$ cat src/pkg/mieg_consts.vh
// Constants for the metering interrupt enable gate
`ifndef MIEG_CONSTS_VH
`define MIEG_CONSTS_VH
`define MIEG_ADDR_EN_LOW   8'hD9
`define MIEG_ADDR_EN_MID   8'hDA
`define MIEG_ADDR_EN_HIGH  8'hDB
`define MIEG_ADDR_ST_LOW   8'hDC
`define MIEG_ADDR_ST_MID   8'hDD
`define MIEG_ADDR_ST_HIGH  8'hDE
`define MIEG_EN_LOW_MASK   8'h3F
`define MIEG_EN_MID_MASK   8'hFF
`define MIEG_EN_HIGH_MASK  8'h3F
`define MIEG_EN_RESET      8'h00
`define MIEG_SUMMARY_BIT   7
`define MIEG_FAULT_BIT     5
`define MIEG_ACT_NL_BIT    0
`define MIEG_PULSE2_BIT    7
`define MIEG_PULSE1_BIT    6
`define MIEG_APP_OVF_BIT   5
`define MIEG_WAVE_BIT      5
`define MIEG_ZX_BIT        0
`endif

$ cat src/design/mieg_gate.v
// Metering interrupt enable registers, status flags and pending interrupt
`timescale 1ns/1ps
`default_nettype none
`include "mieg_consts.vh"

module mieg_gate
(
    input  wire       i_clk,
    input  wire       i_resetn,
    input  wire [7:0] i_addr,
    input  wire [7:0] i_wdata,
    input  wire       i_wr,
    input  wire       i_rd,
    input  wire [5:0] i_evt_low,
    input  wire [7:0] i_evt_mid,
    input  wire [5:0] i_evt_high,
    output reg  [7:0] o_rdata,
    output reg        o_irq_pending
);

    // ------------------------------------------------------------
    // Registers
    // ------------------------------------------------------------
    reg  [7:0] en_low_r;
    reg  [7:0] en_mid_r;
    reg  [7:0] en_high_r;
    reg  [5:0] st_low_r;
    reg  [7:0] st_mid_r;
    reg  [5:0] st_high_r;
    wire [5:0] st_low_nxt;
    wire [7:0] st_mid_nxt;
    wire [5:0] st_high_nxt;
    reg  [7:0] rdata_nxt;
    wire       any_low;
    wire       any_mid;
    wire       any_high;
    wire       pend_nxt;
    wire       wr_en_low;
    wire       wr_en_mid;
    wire       wr_en_high;
    wire       wr_st_low;
    wire       wr_st_mid;
    wire       wr_st_high;
    wire [5:0] hit_low;
    wire [7:0] hit_mid;
    wire [5:0] hit_high;
    wire [7:0] st_low_view;
    wire [7:0] st_high_view;
    genvar     gi;

    // ------------------------------------------------------------
    // Decode helpers
    // ------------------------------------------------------------
    // Strobe qualified address match, shared by every write target
    function addr_hit;
        input       strobe;
        input [7:0] addr;
        input [7:0] target;
        begin
            addr_hit = strobe && (addr == target);
        end
    endfunction

    // One flag bit; the event is ORed in after the clear, so a
    // clear landing with a fresh event cannot lose that event
    function flag_next;
        input cur;
        input evt;
        input clr;
        begin
            flag_next = evt | (cur & ~clr);
        end
    endfunction

    // ------------------------------------------------------------
    // Write decode
    // ------------------------------------------------------------
    assign wr_en_low  = addr_hit(i_wr, i_addr, `MIEG_ADDR_EN_LOW);
    assign wr_en_mid  = addr_hit(i_wr, i_addr, `MIEG_ADDR_EN_MID);
    assign wr_en_high = addr_hit(i_wr, i_addr, `MIEG_ADDR_EN_HIGH);
    assign wr_st_low  = addr_hit(i_wr, i_addr, `MIEG_ADDR_ST_LOW);
    assign wr_st_mid  = addr_hit(i_wr, i_addr, `MIEG_ADDR_ST_MID);
    assign wr_st_high = addr_hit(i_wr, i_addr, `MIEG_ADDR_ST_HIGH);

    // ------------------------------------------------------------
    // Enable registers
    // ------------------------------------------------------------
    always @(posedge i_clk or negedge i_resetn)
    begin
        if (!i_resetn)
        begin
            en_low_r  <= `MIEG_EN_RESET;
            en_mid_r  <= `MIEG_EN_RESET;
            en_high_r <= `MIEG_EN_RESET;
        end
        else
        begin
            // Write lands at the taken edge; pending follows next edge
            if (wr_en_low)
                en_low_r <= i_wdata & `MIEG_EN_LOW_MASK;
            if (wr_en_mid)
                en_mid_r <= i_wdata & `MIEG_EN_MID_MASK;
            if (wr_en_high)
                en_high_r <= i_wdata & `MIEG_EN_HIGH_MASK;
        end
    end

    // ------------------------------------------------------------
    // Status flags: write one to clear, a new event wins
    // ------------------------------------------------------------
    // Pulse events set their flags regardless of the enable bits
    generate
        for (gi = 0; gi < 6; gi = gi + 1)
        begin : g_st_low
            assign st_low_nxt[gi] = flag_next(st_low_r[gi],
                i_evt_low[gi], wr_st_low & i_wdata[gi]);
        end

        for (gi = 0; gi < 8; gi = gi + 1)
        begin : g_st_mid
            assign st_mid_nxt[gi] = flag_next(st_mid_r[gi],
                i_evt_mid[gi], wr_st_mid & i_wdata[gi]);
        end

        for (gi = 0; gi < 6; gi = gi + 1)
        begin : g_st_high
            assign st_high_nxt[gi] = flag_next(st_high_r[gi],
                i_evt_high[gi], wr_st_high & i_wdata[gi]);
        end
    endgenerate

    // Flags clear only by software or by reset
    always @(posedge i_clk or negedge i_resetn)
    begin
        if (!i_resetn)
            st_low_r <= 6'h00;
        else
            st_low_r <= st_low_nxt;
    end

    always @(posedge i_clk or negedge i_resetn)
    begin
        if (!i_resetn)
            st_mid_r <= 8'h00;
        else
            st_mid_r <= st_mid_nxt;
    end

    always @(posedge i_clk or negedge i_resetn)
    begin
        if (!i_resetn)
            st_high_r <= 6'h00;
        else
            st_high_r <= st_high_nxt;
    end

    // ------------------------------------------------------------
    // Gating; computed on next state so summary and read agree
    // ------------------------------------------------------------
    // Flags are stored even while masked, so enabling later still
    // raises the request for an event that came before
    assign hit_low  = st_low_nxt & en_low_r[5:0];
    assign hit_mid  = st_mid_nxt & en_mid_r;
    assign hit_high = st_high_nxt & en_high_r[5:0];
    assign any_low  = |hit_low;
    assign any_mid  = |hit_mid;
    assign any_high = |hit_high;
    assign pend_nxt = any_low | any_mid | any_high;

    // Registered so the core sees a glitch-free level, at the
    // cost of one cycle of latency

    always @(posedge i_clk or negedge i_resetn)
    begin
        if (!i_resetn)
            o_irq_pending <= 1'b0;
        else
            o_irq_pending <= pend_nxt;
    end

    // ------------------------------------------------------------
    // Read port, registered
    // ------------------------------------------------------------
    // Unused status bits read zero; the summary bit is the
    // registered request, so a read returns the pin level sampled at the read edge
    assign st_low_view  = {o_irq_pending, 1'h0, st_low_r};
    assign st_high_view = {2'h0, st_high_r};

    always @*
    begin
        case (i_addr)
            `MIEG_ADDR_EN_LOW:  rdata_nxt = en_low_r;
            `MIEG_ADDR_EN_MID:  rdata_nxt = en_mid_r;
            `MIEG_ADDR_EN_HIGH: rdata_nxt = en_high_r;
            `MIEG_ADDR_ST_LOW:  rdata_nxt = st_low_view;
            `MIEG_ADDR_ST_MID:  rdata_nxt = st_mid_r;
            `MIEG_ADDR_ST_HIGH: rdata_nxt = st_high_view;
            default:            rdata_nxt = 8'h00;
        endcase
    end

    always @(posedge i_clk or negedge i_resetn)
    begin
        if (!i_resetn)
            o_rdata <= 8'h00;
        else if (i_rd)
            o_rdata <= rdata_nxt;
    end

endmodule // mieg_gate
`default_nettype wire

$ cat config.mk
export PLATFORM = sky130hd
export DESIGN_NAME = mieg_gate
export DESIGN_NICKNAME = d
export VERILOG_FILES = /design/src/design/mieg_gate.v
export VERILOG_INCLUDE_DIRS = /design/src /design/src/pkg
export SDC_FILE = /design/constraint.sdc
export NUM_CORES = 1
export LEC_CHECK = 0
export ABC_CLOCK_PERIOD_IN_PS = 1500
export BUFFER_PORTS_ARGS = -buffer_cell sky130_fd_sc_hd__buf_2
export CAP_MARGIN = 5
export CELL_PAD_IN_SITES_DETAIL_PLACEMENT = 1
export CELL_PAD_IN_SITES_GLOBAL_PLACEMENT = 1
export CORE_AREA = 4 4 107 109
export CTS_CLUSTER_DIAMETER = 120
export DETAILED_ROUTE_END_ITERATION = 10
export DIE_AREA = 0 0 111 113
export GPL_TIMING_DRIVEN = 0
export PLACE_DENSITY = 0.51
export SETUP_SLACK_MARGIN = 0.02
export SLEW_MARGIN = 20
export SYNTH_ARGS = -nofsm -noshare
export SYNTH_HDL_FRONTEND = slang
export SYNTH_SLANG_ARGS = --single-unit
$ cat constraint.sdc
create_clock -name i_clk -period 1.5 [get_ports i_clk]
set_input_delay 0.075 -clock i_clk [delete_from_list [all_inputs] [get_ports i_clk]]
set_output_delay 0.075 -clock i_clk [all_outputs]
set_load 0.1 [all_outputs]
==> impl_metrics.toml, run 1 <==
[logic_synthesis]
yosysTopAreaCellShare = 0.474
netlist-cell-type-count = 46
synthFlopType = "dfrtp_1"
syn_area_per_cell_um2 = 10.5
yosysSeqAreaShare = 0.474
yosys_register_bits = 49
synth_area_leader_cell = "dfrtp_1"
ys_top_cells_by_area = "dfrtp_1, mux2_2, a21o_1, o21ai_0, a21oi_1"
yosysWarnings = 0
postSynthCellCount = 246
synth_edf_count = 0
async_flop_share = 1.00
syn_area_um2 = 2590
syn_nets = 286

[sta]
finalCritPeriodShare = 1.03
worstMarginPinSlew_ns = 0.659
rsz0062_at_grt = "yes"
min_period_ns = 1.54
setup_ws_ns = -0.0423
slew_viol_final = 0
max_clock_freq_mhz = 648
final_hold_viol_count = 0
slew_headroom = 0.560
setup_tns_ns = -0.0423
fin_skew_ns = 0.00851
setup_violations = 1

[route]
drt_first_pass_iters = 4
drt_iter0_drc = 120
vias = 2248
routed_wl_mm = 8.38
viasPerCell = 4.78
ant_nets = 0
wl_per_cell_um = 17.8
drc = 0

[place]
dpl-instance-area_um2 = 3000
post-place-cells = 432
gp_congestion = 0.753
port_buffers = 46
place_hpwl_mm = 6.10

[layout]
antennaDiodeCount = 0
layoutNonFillerInstCount = 470
nets = 369
n_fill_cell = 1228
drive_gt1_frac = 0.336
syn_to_final_growth_pct = 31.1
multi_input_area_um2 = 1280
seq_area_um2 = 1230
final_cell_area_um2 = 3390

[worst_setup_path]
cp.arrival_ns = 1.73
r2r_start = "st_mid_r[5]$_DFF_PN0_"
startpoint = "st_mid_r[5]$_DFF_PN0_"
cp_data_required_time_ns = 1.68
critPathMaxFanout = 4
start_kind = "flip-flop"
critical_path_class = "flip-flop to flip-flop"
endpoint_kind = "flip-flop"

[hold_path]
hold_class = "primary input to flip-flop"
min_from = "i_evt_mid[0]"

[grt]
antenna_found_initial = 0
overflow = 0
grt_pass1_vias = 2405
grt_pass1_wl_mm = 13.5
grt_usage = 0.138
grt_max_degree = 50

[floorplan]
chipHeight_um = 113
die_x_um = 111
ios = 49
rows = 38
die_area_um2 = 12500
core-area_um2 = 10600
start_util = 0.244

[cts]
cts.sinks = 49
htree_levels = 2
clock-root-buffer = "clkbuf_8"
cts_tree = "yes"
clk_latency_ns = 0.31
numCtsBuffers = 5
cts_buffer_depth = 2
clk_pin_slew_worst_paths_ns = 0.10

[run]
maxCapViolCount = 0

[pwr]
vdd_ir_drop_max_mv = 0.390
p_leak_nw = 1.42
power_density_nw_per_um2 = 886

[run_status]
status = "finished with violations"
failed_checks = "negative setup slack"
[cells by family (layout without fill, tap and decap cells)]
kind of cell	after synthesis	count (layout)	share of synthesized area
mux	28	28	0.129
buf+inv	15	99	0.0338
flops	49	49	0.474
compound gates	77	77	0.193
simple gates	77	77	0.171
[path summary, 6_finish.rpt]
path | end | slack (ns) | cells past startpoint
min reg2reg | o_rdata[1]$_DFFE_PN0P_ | 0.52 | 2
min | st_mid_r[0]$_DFF_PN0_ | 0.01 | 2
max | o_irq_pending$_DFF_PN0_ | -0.04 | 6
min in group asynchronous | st_high_r[1]$_DFF_PN0_ | 0.33 | 2
max reg2reg | o_irq_pending$_DFF_PN0_ | -0.04 | 6
max in group asynchronous | st_mid_r[4]$_DFF_PN0_ | 0.73 | 2
[routing by layer]
metal / global-route usage / vias up / routed length (um)
met5: 0 / - / 0
met4: 0.0369 / 0 / 112
met3: 0.0241 / 7 / 359
met2: 0.222 / 48 / 3820
met1: 0.192 / 1122 / 4090
li1: - / 1071 / -
[metrics by stage]
| step | setup slack (ns) | power [W] | hold slack [ns] | util |
|---|---|---|---|---|
| after floorplan | 0.0388 | 0.00178 | -0.221 | - |
| after global placement | -0.619 | 0.00198 | 0.283 | 0.283 |
| after detailed placement | -0.615 | 0.00198 | 0.159 | 0.283 |
| after CTS | -0.0569 | 0.00304 | 0.00460 | 0.317 |
| after global routing | -0.204 | 0.00315 | 0.00949 | 0.320 |
| final | -0.0423 | 0.00301 | 0.0108 | 0.320 |
[what timing repair did]
item                                    4_1_cts  5_1_grt
pin swaps                                     8        6
endpoints found under the setup margin        9        8
hold buffers                                 17        0
gates resized for setup                      10        3
endpoints found under the hold margin        65        0
buffers inserted                             10        3
[cell type report]
type | instances | area share
repair buffers | 76 | 0.147
multi-input cells | 182 | 0.378
clock buffers | 7 | 0.0254
flip-flops and latches | 49 | 0.361
clock inverters | 1 | 0.00885
well taps | 140 | 0.0516
plain buffers | 12 | 0.0236
inverters | 3 | 0.00332
[placed cells by master, fill, tap and decap left out, types with 8 or more instances in the layout]
cell           synthesis  layout
dlygate4sd3_1          0      17
dfrtp_1               49      49
buf_4                  3      16
nand2_1               17      17
a21oi_1               18      18
nor2_1                13      13
nor2b_1               11      11
buf_2                  3      48
o21ai_1                0      10
nand4_1                9       9
o21ai_0               19       8
mux2_2                18      18
a21o_1                16      16
[sequential cells by signal, summed over array words and instances, names as in the netlist]
name	flops
en_high_r	6
o_irq_pending	1
st_low_r	6
o_rdata	8
en_mid_r	8
en_low_r	6
st_mid_r	8
st_high_r	6
[report_power, final]
part	leakage, nW	internal (W)	switching, W
Combinational	0.801	0.000201	0.000385
Clock	0.0585	0.000545	0.000471
Sequential	0.564	0.00137	0.0000370
Total	1.42	0.00211	0.000893
[synthesized netlist by cell type, types with 2 or more instances]
cell type  instances
nor3b_1            2
o22ai_1            2
and2_1             2
a21oi_1           18
buf_6              2
mux2_4             6
mux2i_1            4
mux2_2            18
a221oi_1           4
dfrtp_1           49
and3_1             3
and2_4             2
o21ai_0           19
nor2_1            13
nor2b_1           11
a21o_1            16
nand4_1            9
a22oi_1            7
a211oi_1           4
buf_4              3
nand3_1            4
inv_1              3
nand2_1           17
and3b_1            2
clkbuf_1           3
buf_2              3
[worst max-delay path, cell delays in order, from the launching register on]
cell and delay, ns:
dfrtp_1 0.41, o21ai_1 0.14, and4_1 0.22, a21oi_2 0.06, nor4_2 0.26, nand4_1 0.12, nand4b_1 0.20
Note: power is estimated with default switching activity, not from simulation.
==> inputs of run 2 (changes only) <==
Settings changed: CORE_AREA 4 4 107 109 to 4 4 90 92, DIE_AREA 0 0 111 113 to 0 0 94 96, PLACE_DENSITY 0.51 to 0.69.
==> run 2 against run 1 <==
Effect of this change:
- the flow still finishes with violations (negative setup slack)
- sequential share of layout area up 0.78 points
- routed wire length down 5.0%
- via count up 1.2%
- die area down 28%
- utilization up 14 points
- sequential power about the same
- first-iteration DRC count up 4.2%
- global-route usage up 5.0 points
- hold slack worse by 0.0039 ns
- cell count down 10%
- largest power group unchanged
==> impl_metrics.toml, run 2 (synthesis results as in run 1) <==
[sta]
fin_skew_ns = 0.00848
max_clock_freq_mhz = 647
setup_tns_ns = -0.0462
final_hold_viol_count = 0
setup_violations = 1
slew_viol_final = 0
min_period_ns = 1.55
hold_ws_ns = 0.00698
worstMarginPinSlew_ns = 0.665
slew_headroom = 0.557
finalCritPeriodShare = 1.03
setup_ws_ns = -0.0462
rsz0062_at_grt = "yes"

[grt]
antenna_found_initial = 0
globalRouteMet1Util = 0.261
grt_pass1_wl_mm = 12.8
grt_max_degree = 50
grt_pass1_vias = 2348
grtUsageMet3 = 0.0258
use_met2 = 0.310
overflow = 0
grt_busiest_layer = "met2"
grt_usage = 0.188

[pwr]
power_w = 0.00300
vdd_ir_drop_max_mv = 0.590
p_leak_nw = 1.41
power_density_nw_per_um2 = 904

[worst_setup_path]
startpoint = "st_mid_r[3]$_DFF_PN0_"
r2r_start = "st_mid_r[3]$_DFF_PN0_"
cp.arrival_ns = 1.72
critical_path_class = "flip-flop to flip-flop"
max_stage_delay_ns = 0.40
start_kind = "flip-flop"
cp_data_required_time_ns = 1.68
ff2ff_path_depth = 6
critPathMaxFanout = 3
critPathSlowestCell = "dfrtp_1"
path_cells = "o21ai_0 > and2_1 > a21oi_2 > nor4_2 > nand4_1 > nand4b_1"
endpoint_kind = "flip-flop"

[layout]
n_fill_cell = 861
nets = 363
layoutNonFillerInstCount = 423
drive_gt1_frac = 0.346
layout_commonest_cell = "dfrtp_1"
utilization = 0.460
antennaDiodeCount = 0
reg_top3 = "en_mid_r x8, o_rdata x8, st_mid_r x8"
final_cell_mix = "dfrtp_1, buf_2, a21oi_1"
syn_to_final_growth_pct = 28.3

[floorplan]
rows = 31
die_x_um = 94
core-area_um2 = 7210
start_util = 0.359
chipHeight_um = 96
ios = 49
die_area_um2 = 9020

[cts]
cts_buffer_depth = 2
cts_tree = "yes"
clock-root-buffer = "clkbuf_8"
numCtsBuffers = 5
cts.sinks = 49
clk_pin_slew_worst_paths_ns = 0.10
clk_latency_ns = 0.30
htree_levels = 2

[run]
maxCapViolCount = 0

[route]
ant_nets = 0
routed_wl_mm = 7.96
drt_iter0_drc = 125
viasPerCell = 5.38
drt_first_pass_iters = 4
wl_per_cell_um = 18.8
drc = 0
vias = 2276

[place]
post-place-cells = 391
place_hpwl_mm = 5.71
port_buffers = 46
gp_congestion = 0.851

[hold_path]
hold_depth = 2
hold_class = "primary input to flip-flop"
min_from = "i_evt_high[0]"

[run_status]
status = "finished with violations"
failed_checks = "negative setup slack"
[run 2: cell types whose count changed in the layout (fill, tap and decap cells not counted)]
| cell | delta |
|---|---|
| buf_4 | -6 |
| o21ai_2 | +3 |
| buf_6 | +2 |
| dlygate4sd3_1 | -2 |
| o21ai_1 | -2 |
| a22oi_1 | -1 |
| a22oi_2 | +1 |
| mux2_2 | -1 |
| mux2_4 | +1 |
| nor2b_1 | -1 |
| nor2b_2 | +1 |
| o21ai_0 | -1 |
[run 2: layer usage]
layer	share of wire	vias to the layer above
met5	0	-
met4	0.011	0
met3	0.047	8
met2	0.48	60
met1	0.47	1147
li1	-	1061
[run 2: repair_timing]
item                                    CTS  global route
endpoints found under the setup margin    9             6
setup buffers                             8             1
hold buffers                             15             0
endpoints found under the hold margin    63             0
pin swaps                                12             9
resized for setup                        13             9
[run 2: worst paths after layout]
| kind | to | slack (ns) |
|---|---|---|
| worst max-delay path | o_irq_pending$_DFF_PN0_ | -0.05 |
| worst min-delay path | st_high_r[0]$_DFF_PN0_ | 0.007 |
| worst max register to register | o_irq_pending$_DFF_PN0_ | -0.05 |
| worst min register to register | st_low_r[4]$_DFF_PN0_ | 0.51 |
| max in group asynchronous | o_rdata[0]$_DFFE_PN0P_ | 0.72 |
| min in group asynchronous | st_high_r[1]$_DFF_PN0_ | 0.34 |
[run 2: where the power goes]
part	total (W)	switching [W]	internal (W)	leakage, nW
clock network	0.00101	0.000463	0.000545	0.0585
logic	0.000587	0.000386	0.000201	0.789
registers	0.00141	0.0000380	0.00137	0.564
total	0.00300	0.000887	0.00211	1.41
[run 2: area by class of cell]
class	instances	area (um2)	area share
flip-flops and latches	49	1230	0.369
clock buffers	7	86.3	0.0260
repair buffers	70	458	0.138
plain buffers	12	80.1	0.0241
multi-input cells	182	1310	0.393
clock inverters	1	30.0	0.00904
inverters	3	11.3	0.00339
well taps	99	124	0.0373
[run 2: critical path: cells and delay by family (launching register included)]
kind / cells / cell delay (ns)
and+or+nand+nor: 4 / 0.76
DFF: 1 / 0.40
AOI/OAI and AO/OA: 2 / 0.25
[run 2: per-stage QoR]
step           instance area [um2]  setup WS, ns
2_1_floorplan                 2590        0.0388
3_3_place_gp                  2950        -0.531
3_5_place_dp                  2950        -0.543
4_1_cts                       3280       -0.0638
5_1_grt                       3320        -0.182
6_report                      3320       -0.0462
==> inputs of run 3 (changes only) <==
Settings changed: CORE_AREA 4 4 90 92 to 4 4 115 73, DIE_AREA 0 0 94 96 to 0 0 119 77, SKIP_LAST_GASP from default to 1, SLEW_MARGIN 20 to default.
==> run 3 against run 2 <==
Effect of this change:
- global-route usage shrank 0.31 points
- count of clock-buffer cells in the layout fell by 1
- non-clock buffer count is 12 lower
- critical path depth is the same
- largest power group unchanged
- highest routed layer unchanged
- critical path type unchanged
- first-iteration DRC count is 8.8% lower
- power up 3.9%
- hold slack worse by 0.014 ns
- critical endpoint unchanged
- the flow finishes with violations (negative hold slack, negative setup slack)
==> impl_metrics.toml, run 3 (synthesis results as in run 1) <==
[run_status]
status = "finished with violations"
failed_checks = "negative hold slack, negative setup slack"

[hold_path]
hold_class = "primary input to async pin"

[grt]
grt_pass1_wl_mm = 13.1
grt_pass1_vias = 2310
grt_max_degree = 50
grt_usage = 0.185
overflow = 0
antenna_found_initial = 0

[sta]
rsz0062_at_grt = "yes"
worstMarginPinSlew_ns = 1.13
fin_skew_ns = 0.00376
final_hold_viol_count = 8
slew_headroom = 0.248
setup_tns_ns = -0.165
hold_ws_ns = -0.00702
slew_viol_final = 0
min_period_ns = 1.67
max_clock_freq_mhz = 600
setup_violations = 1
setup_ws_ns = -0.165
finalCritPeriodShare = 1.11

[cts]
clk_latency_ns = 0.29
htree_levels = 2
cts.sinks = 49
cts_tree = "yes"
numCtsBuffers = 5
clk_pin_slew_worst_paths_ns = 0.07
cts_buffer_depth = 2
clock-root-buffer = "clkbuf_16"

[worst_setup_path]
critPathSlowestCell = "dfrtp_1"
critical_path_class = "flip-flop to flip-flop"
endpoint_kind = "flip-flop"
r2r_start = "st_mid_r[7]$_DFF_PN0_"
startpoint = "st_mid_r[7]$_DFF_PN0_"
start_kind = "flip-flop"
cp.arrival_ns = 1.83
path_cells = "o21ai_2 > and4_4 > a21oi_2 > nor4_2 > nand4_1 > nand4b_1"
cp_data_required_time_ns = 1.67
max_stage_delay_ns = 0.41
critPathMaxFanout = 3

[place]
port_buffers = 46
gp_congestion = 0.832
place_hpwl_mm = 6.03
pre_cts_ws_ns = -0.642
post-place-cells = 396

[run]
maxCapViolCount = 0

[pwr]
vdd_ir_drop_max_mv = 0.529
p_clk_frac = 0.366
p_comb_frac = 0.183
power_density_nw_per_um2 = 968
seqPwrFrac = 0.452
power_w = 0.00312
power.switching_w = 0.000947
p_sw_frac = 0.304
internal_power_w = 0.00217
p_leak_nw = 1.37

[layout]
final_cell_mix = "buf_2, dfrtp_1, a21oi_1, mux2_2, nand2_1"
syn_to_final_growth_pct = 24.4
reg_top3 = "en_mid_r x8, o_rdata x8, st_mid_r x8"
drive_gt1_frac = 0.343
antennaDiodeCount = 0
layoutNonFillerInstCount = 416
n_fill_cell = 828
nets = 351

[route]
drt_first_pass_iters = 4
vias = 2188
drc = 0
ant_nets = 0
viasPerCell = 5.26
drt_iter0_drc = 114
wl_per_cell_um = 19.6
routed_wl_mm = 8.16

[floorplan]
chipHeight_um = 77
die_x_um = 119
rows = 24
start_util = 0.358
ios = 49
core-area_um2 = 7240
die_area_um2 = 9160
-- run 3: changes by cell type in the layout (fill, tap and decap cells not counted), sizes merged --
cell,previous run,this run
buf,63,59
clkinv,0,2
bufinv,1,0
dlygate4sd3,15,7
clkbuf,11,10
-- run 3: timing repair --
action,in CTS,in global routing
setup endpoints to repair,9,9
pin swaps,8,1
buffers inserted,5,0
endpoints found under the hold margin,7,0
hold buffers,7,0
gates resized for setup,12,3
-- run 3: cell type report --
| class | instances | area [um2] | share of cell area |
|---|---|---|---|
| multi-input cells | 182 | 1300 | 0.402 |
| flip-flops and latches | 49 | 1230 | 0.381 |
| repair buffers | 58 | 338 | 0.105 |
| well taps | 104 | 130 | 0.0404 |
| clock buffers | 6 | 129 | 0.0400 |
| plain buffers | 12 | 80.1 | 0.0249 |
| inverters | 3 | 11.3 | 0.00350 |
| clock inverters | 2 | 10.0 | 0.00311 |
-- run 3: worst max-delay path, delay by kind of cell, from the launching register on --
family,cells,cell delay (ns)
simple gates,4,0.90
flops,1,0.41
compound gates,2,0.23
-- run 3: per-layer routing --
layer  global-route usage  wire [um]  up-vias
met3               0.0456        335       11
met4               0.0347         95        0
met5                    0          0        -
li1                     -          -     1042
met2                0.264       3500       59
met1                0.282       4220     1076
-- run 3: stage by stage --
| step | util | cell area (um2) |
|---|---|---|
| after global routing | 0.445 | 3220 |
| after detailed placement | 0.408 | 2950 |
| after CTS | 0.444 | 3210 |
| after floorplan | - | 2590 |
| final | 0.445 | 3220 |
| after global placement | 0.408 | 2950 |
-- run 3: path summary, 6_finish.rpt --
| path | end | slack [ns] | cells after the start |
|---|---|---|---|
| setup / recovery | o_irq_pending$_DFF_PN0_ | -0.17 | 6 |
| hold / removal | o_rdata[5]$_DFFE_PN0P_ | -0.007 | 1 |
| setup reg to reg | o_irq_pending$_DFF_PN0_ | -0.17 | 6 |
| hold reg to reg | st_high_r[0]$_DFF_PN0_ | 0.51 | 1 |
| max in group asynchronous | en_high_r[3]$_DFFE_PN0P_ | 0.80 | 1 |
| min in group i_clk | st_mid_r[2]$_DFF_PN0_ | 0 | 2 |
-- run 3: power groups by stage --
stage | registers, W | logic, W | clock network [W]
final | 0.00141 | 0.000570 | 0.00114
after global routing | 0.00141 | 0.000612 | 0.00120
after CTS | 0.00141 | 0.000565 | 0.00114
after detailed placement | 0.00143 | 0.000545 | 0
after global placement | 0.00143 | 0.000537 | 0
after floorplan | 0.00158 | 0.000193 | 0
